`src/common/ibu_pkg.sv`:
```
// Package for the instruction breakpoint unit: offsets, fields, resets.
// Assumes a 32-bit byte-addressed debug access port in the clock domain.
//
// Functional notes
// - Only instruction fetches from the Code region are compared; data never matches.
// - Comparator enables count only while the global enable is 1.
// - A halfword match on a 16-bit instruction raises a breakpoint while debug is on.
// - With debug off, a raised event is escalated to a fault instead.
// - Control at 0xe0002000, comparator x at 0xe0002008 plus 4x, both read-write.
// - Control bits [7:4] report the read-only comparator count.
// - Control bit 1 reads zero; writes with bit 1 zero are ignored.
// - Control bit 0 is the global enable, cleared at reset.
// - Comparator bits [31:30] select none, lower, upper or both halfwords.
// - Comparator bits [28:2] hold address bits; other address bits taken as zero.
// - Comparator bit 0 enables that comparator, cleared at reset.
// - Reference address and mode fields need no reset value.
// - Comparators above the count read as zero; writes to them are ignored.
// - Registers are reached through the debug access port.
package ibu_pkg;
   // ----------------------------------------
   // Register map
   // ----------------------------------------
   localparam logic [31:0] CTRL_ADDR     = 32'he0002000;
   localparam logic [31:0] COMP_BASE     = 32'he0002008;
   // ----------------------------------------
   // Fields
   // ----------------------------------------
   localparam int          CTRL_EN_BIT   = 0;
   localparam int          CTRL_KEY_BIT  = 1;
   localparam int          CTRL_NUM_LSB  = 4;
   localparam int          COMP_EN_BIT   = 0;
   localparam int          COMP_ADDR_LSB = 2;
   localparam int          COMP_ADDR_MSB = 28;
   localparam int          COMP_SEL_LSB  = 30;
   localparam logic [2:0]  CODE_REGION   = 3'h0;
   localparam logic        EN_RESET      = 1'h0;
   localparam logic [31:0] UNIMPL_READ   = 32'h00000000;
   // ----------------------------------------
   // Halfword select modes
   // ----------------------------------------
   typedef enum logic [1:0]
   {
      SEL_NONE  = 2'b00,
      SEL_LOWER = 2'b01,
      SEL_UPPER = 2'b10,
      SEL_BOTH  = 2'b11
   } ibu_sel_t;
endpackage

```
`src/logic/ibu_comparator.sv`:
```
// One breakpoint address comparator against a fetched halfword address.
// Assumes the fetch address is a byte address of a halfword.
`timescale 1ns/10ps
`default_nettype none
module ibu_comparator
(
   // Comparator setting
   input  wire logic [31:0] comp_reg_in,
   // Fetch
   input  wire logic [31:0] fetch_addr_in,
   // Result
   output var  logic        hit_out
);
   logic [31:0]    ref_addr;
   ibu_pkg::ibu_sel_t sel;
   logic           word_eq;
   logic           half_ok;

   always_comb
   begin
      ref_addr = {3'h0,
                  comp_reg_in[ibu_pkg::COMP_ADDR_MSB:ibu_pkg::COMP_ADDR_LSB],
                  2'h0};
      sel      = ibu_pkg::ibu_sel_t'(comp_reg_in[31:ibu_pkg::COMP_SEL_LSB]);
      word_eq  = (fetch_addr_in[31:2] == ref_addr[31:2]);
      case (sel)
         ibu_pkg::SEL_LOWER: half_ok = ~fetch_addr_in[1];
         ibu_pkg::SEL_UPPER: half_ok = fetch_addr_in[1];
         ibu_pkg::SEL_BOTH:  half_ok = 1'b1;
         default:            half_ok = 1'b0;
      endcase
      hit_out = comp_reg_in[ibu_pkg::COMP_EN_BIT] & word_eq & half_ok;
   end
endmodule // ibu_comparator
`default_nettype wire

```
`src/logic/ibu_top.sv`:
```
// Instruction breakpoint unit: control, comparators, debug port registers.
// Assumes fetch and debug port signals are synchronous to ref_clk_in.
// Assumes single-cycle word accesses on the debug port, one per cycle.
// Register writes reach fetch matching from the following cycle.
`timescale 1ns/10ps
`default_nettype none
module ibu_top
#(
   parameter int NUM_COMP = 4
)
(
   // Clock and reset
   input  wire logic        ref_clk_in,
   input  wire logic        rst_in,
   // Debug access port
   input  wire logic        dap_sel_in,
   input  wire logic        dap_write_in,
   input  wire logic [31:0] dap_addr_in,
   input  wire logic [31:0] dap_wdata_in,
   output var  logic [31:0] dap_rdata_out,
   output var  logic        dap_ready_out,
   // Instruction fetch
   input  wire logic        fetch_valid_in,
   input  wire logic        fetch_is_instr_in,
   input  wire logic [31:0] fetch_addr_in,
   // Debug state
   input  wire logic        debug_global_on_in,
   // Events
   output var  logic        bkpt_event_out,
   output var  logic        escalated_fault_out
);
   // ----------------------------------------
   // State
   // ----------------------------------------
   typedef struct packed
   {
      logic                      glob_en;
      logic [NUM_COMP-1:0][31:0] comp;
      logic [31:0]               rdata;
      logic                      ready;
      logic                      bkpt;
      logic                      fault;
   } ibu_state_t;

   ibu_state_t                st_q;
   ibu_state_t                st_d;
   logic [NUM_COMP-1:0]       hit;
   logic [NUM_COMP-1:0]       armed;
   logic [NUM_COMP-1:0]       comp_sel;
   logic [NUM_COMP-1:0]       slot_wr;
   logic [NUM_COMP-1:0][31:0] slot_rd;
   logic                      ctrl_sel;
   logic                      fetch_ok;

   // ----------------------------------------
   // Local constants
   // ----------------------------------------
   // Count field is four bits wide: at most 15 comparators can be reported
   localparam int         COUNT_W   = 4;
   localparam logic [3:0] COUNT_VAL = 4'(NUM_COMP);

   // ----------------------------------------
   // Decode helpers
   // ----------------------------------------
   // Comparator slot of a bus address, -1 when below the bank or unaligned
   function automatic int comp_index(input logic [31:0] a);
      logic [31:0] off;
      off = a - ibu_pkg::COMP_BASE;
      if (a[1:0] != 2'h0 || a < ibu_pkg::COMP_BASE)
      begin
         return -1;
      end
      return int'(off[31:2]);
   endfunction

   // Key and reserved bits read zero
   function automatic logic [31:0] ctrl_word(input logic en);
      logic [31:0] w;
      w = 32'h00000000;
      w[ibu_pkg::CTRL_NUM_LSB+:COUNT_W] = COUNT_VAL;
      w[ibu_pkg::CTRL_EN_BIT]           = en;
      return w;
   endfunction

   // Reserved comparator bits are dropped on write, so they read zero
   function automatic logic [31:0] comp_word(input logic [31:0] w);
      logic [31:0] v;
      v = w;
      v[ibu_pkg::COMP_SEL_LSB-1]  = 1'b0;
      v[ibu_pkg::COMP_ADDR_LSB-1] = 1'b0;
      return v;
   endfunction

   // Only instruction reads from the Code region take part
   function automatic logic code_fetch
   (
      input logic        v,
      input logic        i,
      input logic [31:0] a
   );
      return v & i & (a[31:29] == ibu_pkg::CODE_REGION);
   endfunction

   // ----------------------------------------
   // Register decode
   // ----------------------------------------
   assign ctrl_sel = dap_sel_in &
                     (dap_addr_in == ibu_pkg::CTRL_ADDR);

   // ----------------------------------------
   // Fetch qualification
   // ----------------------------------------
   assign fetch_ok = code_fetch(fetch_valid_in, fetch_is_instr_in,
                                fetch_addr_in);

   // ----------------------------------------
   // Comparators
   // ----------------------------------------
   genvar g;
   generate
      for (g = 0; g < NUM_COMP; g++)
      begin : g_cmp
         // Slots at or above NUM_COMP never decode
         assign comp_sel[g] = dap_sel_in &
                              (comp_index(dap_addr_in) == g);
         assign slot_wr[g]  = comp_sel[g] & dap_write_in;
         assign slot_rd[g]  = (comp_sel[g] & ~dap_write_in) ?
                              st_q.comp[g] : 32'h00000000;
         // Own enable counts only under the global enable
         assign armed[g]    = st_q.glob_en & hit[g];
         ibu_comparator u_cmp
         (
            .comp_reg_in   (st_q.comp[g]),
            .fetch_addr_in (fetch_addr_in),
            .hit_out       (hit[g])
         );
      end
   endgenerate

   // ----------------------------------------
   // Next state
   // ----------------------------------------
   always_comb
   begin
      logic fire;
      fire       = 1'b0;
      st_d       = st_q;
      // Every access is answered one cycle later, with no wait states
      st_d.ready = dap_sel_in;
      st_d.rdata = ibu_pkg::UNIMPL_READ;
      if (ctrl_sel)
      begin
         if (dap_write_in && dap_wdata_in[ibu_pkg::CTRL_KEY_BIT])
         begin
            st_d.glob_en = dap_wdata_in[ibu_pkg::CTRL_EN_BIT];
         end
         else if (!dap_write_in)
         begin
            st_d.rdata = ctrl_word(st_q.glob_en);
         end
      end
      else if (|comp_sel)
      begin
         for (int i = 0; i < NUM_COMP; i++)
         begin
            if (slot_wr[i])
            begin
               st_d.comp[i] = comp_word(dap_wdata_in);
            end
            st_d.rdata = st_d.rdata | slot_rd[i];
         end
      end
      // Unmapped and unimplemented slots read zero, writes dropped
      // One event per fetch, however many comparators match
      if (fetch_ok)
      begin
         fire = |armed;
      end
      // Event raised also with debug off, then escalated instead
      st_d.bkpt  = fire & debug_global_on_in;
      st_d.fault = fire & ~debug_global_on_in;
   end

   // ----------------------------------------
   // Registers
   // ----------------------------------------
   always_ff @(posedge ref_clk_in)
   begin
      if (rst_in)
      begin
         // Address and mode fields keep no reset value
         st_q.glob_en <= ibu_pkg::EN_RESET;
         for (int i = 0; i < NUM_COMP; i++)
         begin
            st_q.comp[i][ibu_pkg::COMP_EN_BIT] <=
               ibu_pkg::EN_RESET;
         end
         st_q.rdata <= 32'h00000000;
         st_q.ready <= 1'b0;
         st_q.bkpt  <= 1'b0;
         st_q.fault <= 1'b0;
      end
      else
      begin
         st_q <= st_d;
      end
   end

   // ----------------------------------------
   // Outputs
   // ----------------------------------------
   // Straight from the registered state, no logic after the flip-flops
   always_comb
   begin
      dap_rdata_out       = st_q.rdata;
      dap_ready_out       = st_q.ready;
      bkpt_event_out      = st_q.bkpt;
      escalated_fault_out = st_q.fault;
   end
endmodule // ibu_top
`default_nettype wire

```
`config.mk`:
```
export PLATFORM = sky130hd
export DESIGN_NAME = ibu_top
export DESIGN_NICKNAME = d
export VERILOG_FILES = /design/src/common/ibu_pkg.sv /design/src/logic/ibu_comparator.sv /design/src/logic/ibu_top.sv
export SDC_FILE = /design/constraint.sdc
export NUM_CORES = 1
export LEC_CHECK = 0
export CAP_MARGIN = 20
export CORE_ASPECT_RATIO = 0.9
export CORE_MARGIN = 5
export CORE_UTILIZATION = 59
export DETAILED_ROUTE_END_ITERATION = 8
export DONT_BUFFER_PORTS = 1
export GPL_TIMING_DRIVEN = 0
export PLACE_DENSITY = 0.75
export SYNTH_ARGS = -nofsm -noshare
export SYNTH_HDL_FRONTEND = slang
export SYNTH_SLANG_ARGS = --single-unit
```
`constraint.sdc`:
```
create_clock -name ref_clk_in -period 16.3 [get_ports ref_clk_in]
set_input_delay 3.26 -clock ref_clk_in [delete_from_list [all_inputs] [get_ports ref_clk_in]]
set_output_delay 3.26 -clock ref_clk_in [all_outputs]
set_load 0.01 [all_outputs]
```
==> flow_metrics.env <==
export IMPL_startpoint_type="input pin"
export IMPL_rsz0062_at_grt="no"
export IMPL_cp_required_ns=16.45
export IMPL_grt_pass1_wl_um=30200
export IMPL_clk_pin_slew_ns=0.06
export IMPL_dieArea_sq_um=15450
export IMPL_slew_headroom_pct=26.53
export IMPL_yosys_warnings=0
export IMPL_cap_violations=0
export IMPL_synth_adder_area_share_pct=0.1624
export IMPL_tritoncts="built"
export IMPL_cp_arrival_ns=7.49
export IMPL_total_leakage_power_nw=3.047
export IMPL_critPathMaxFanout=10
export IMPL_synth_edf_count=116
export IMPL_nets=768
export IMPL_synth_area_leaders="edfxtp_1 45%, xor2_1 10%, dfxtp_1 9.9%"
export IMPL_postCtsSetupBuffers=0
export IMPL_setup_violations=0
export IMPL_synth_compound_area_share_pct=7.260
export IMPL_power_density_nw_per_um2=98.54
export IMPL_switching_share_pct=20.31
export IMPL_antenna_found_initial=0
export IMPL_crit_type="in -> reg"
export IMPL_internal_power_mw=0.6811
export IMPL_clock_skew_ns=0.01707
export IMPL_num_rows=39
export IMPL_synth_cell_type_count=53
export IMPL_grtUsageTotal_pct=26.49
export IMPL_synth_top_area_share_pct=45.22
export IMPL_period_share_pct=45.06
export IMPL_drtPass1Iterations=4
export IMPL_synth_cells=627
export IMPL_p_sw_mw=0.1736
export IMPL_postSynthAreaPerCell_sq_um=12.29
export IMPL_synthSimpleGateAreaFrac_pct=12.12
export IMPL_gp_congestion=0.9192
export IMPL_grt_overflow_total=0
export IMPL_p_seq_share_pct=49.3
export IMPL_vias=5287
export IMPL_htree_num_levels=4
export IMPL_postCtsHoldBufs=0
export IMPL_yosys_area_top_type="edfxtp_1"
export IMPL_io_buffers=0
export IMPL_hold_path_class="reg -> reg"
export IMPL_synth_area_mux_share_pct=8.072
export IMPL_hold_viol=0
export IMPL_drc=0
export IMPL_start_util_pct=60.49
export IMPL_grt_start_max_net_pins=17
export IMPL_synth_xor_area_share_pct=12.51
export IMPL_postRouteAntennaNets=0
export IMPL_diodes=0
export IMPL_dpl_cell_count=809
export IMPL_pwr_share_clk_pct=46.1
export IMPL_report_final_slew_viol_count=0
export IMPL_viasPerCell=6.294
export IMPL_min_period_ns=7.345
export IMPL_cts_root_buffer="clkbuf_16"
export IMPL_tns_ns=0
export IMPL_synthesis_area_sq_um=7704
export IMPL_ys_flop_type="edfxtp_1"
export IMPL_clock_path_buffers=2
export IMPL_power_frac_comb_pct=4.6
export IMPL_seq_area_frac_synth_pct=55.09
export IMPL_grt_pass1_vias=5232
export IMPL_layout_common_cells="116 x edfxtp_1, 92 x xor2_1, 61 x mux2i_1, 46 x nor2_1, 45 x buf_4"
export IMPL_clock_sinks=154
export IMPL_cts_buffers=17
export IMPL_peakVddDrop_v=0.00006797
export IMPL_drt_total_wl_um=20390
export IMPL_dp_hpwl_um=15690
export IMPL_end_kind="flip-flop"
export IMPL_final_common_cell="edfxtp_1"
export IMPL_ioPinCount=138
export IMPL_status="finished clean"
export IMPL_clock_latency_ns=0.44
export IMPL_wl_per_cell_um=24.27
export IMPL_ctsResizeCount=0
export IMPL_syn_to_final_growth_pct=12.59
export IMPL_die_w_um=130.5
export IMPL_async_flop_share_pct=0
export IMPL_first_iter_violations=509
export IMPL_core_sq_um=12740
export IMPL_stdcell_count=840
export IMPL_clock_fmax_ghz=0.1361
export IMPL_tightest_slew_ns=1.093
export IMPL_synth_seq_cells=154
export IMPL_synth_top_family_by_area="XOR/XNOR gates"
export IMPL_drive_gt1_share_pct=14.05
export IMPL_die_h_um=118.4
export IMPL_nFillCells=914
[path summary, 6_finish.rpt]
kind             startpoint                   to  slack (ns)  cells after the start
max          dap_addr_in[3]             st_q[89]        8.95                     13
min               st_q[163]     dap_rdata_out[0]        0.51                      2
max reg2reg        st_q[89]  escalated_fault_out       14.16                      7
min reg2reg       st_q[163]     dap_rdata_out[0]        0.51                      2
[cells in the mapped netlist (3+ instances only)]
cell type and count:
a31o_2 4, nand2b_1 3, xnor2_1 18, mux2i_1 61, nor3_1 14, a31oi_1 3, xor2_1 92, nor2_1 46
nor4_1 38, or3_1 4, o22a_1 28, nor2b_1 5, or4_1 3, nand2_1 10, nand3_1 7, and3_1 3
dfxtp_1 38, a21oi_1 10, buf_4 32, nand4_1 19, inv_1 10, buf_1 5, edfxtp_1 116, o21ai_0 3
o2111ai_1 3, clkbuf_1 17
[final cells by class]
cell class                      instances  area [sq um]  area share, %
Clock inverter                         11         146.4          1.688
Tap cell                              164         205.2          2.366
Buffer                                 55         327.8          3.780
Multi-Input combinational cell        409          3123          36.01
Timing Repair Buffer                   17         142.6          1.645
Sequential cell                       154          4244          48.93
Clock buffer                           20         446.7          5.150
Inverter                               10         37.54         0.4328
[metrics by stage]
stage | total power, mW | cell area, sq um | utilization, % | hold slack, ns | setup slack, ns
after floorplan | 0.4586 | 7707 | - | 0.4417 | 7.387
after global placement | 0.4682 | 7913 | 62.13 | 0.4837 | 4.597
after detailed placement | 0.4684 | 8080 | 63.44 | 0.4921 | 8.536
after CTS | 0.8578 | 8673 | 68.10 | 0.5022 | 8.959
after global routing | 0.8770 | 8673 | 68.10 | 0.5271 | 8.712
final | 0.8547 | 8673 | 68.10 | 0.5061 | 8.955
[critical path, cell delays in order]
cell and delay [ns]:
inv_1 0.09, ha_1 0.30, or3b_2 0.52, or4_4 0.46
a211o_1 0.30, a32oi_1 0.17, nor4b_4 0.52, nand2_1 0.28
nor4_2 0.77, buf_4 0.30, buf_4 0.19, buf_6 0.16
buf_4 0.17
[flip-flops by register name, summed over array words and instances, names as in the netlist]
signal               cells
bkpt_event_out           1
escalated_fault_out      1
dap_rdata_out           30
st_q                   121
dap_ready_out            1
[metal layers]
metal,GRT usage [%],wire (um),vias to the layer above
met1,32.32,7670,2563
met2,41.86,9746,292
met3,11.68,2515,40
met5,0,0,-
met4,9.383,453,0
li1,-,-,2392
[logic make-up after synthesis]
group / count (synthesis)
simple gates: 165
flops: 154
mux: 62
fa+ha+maj: 1
other cells: 1
compound gates: 69
xor+xnor: 110
buf+inv: 65
[power by group through the flow]
stage | sequential [mW] | clock (mW) | combinational, mW
2_1_floorplan | 0.430 | 0 | 0.0290
3_3_place_gp | 0.430 | 0 | 0.0386
3_5_place_dp | 0.430 | 0 | 0.0388
4_1_cts | 0.421 | 0.397 | 0.0390
5_1_grt | 0.421 | 0.414 | 0.0421
6_report | 0.421 | 0.394 | 0.0397
Power figures use the tool's default switching activity.
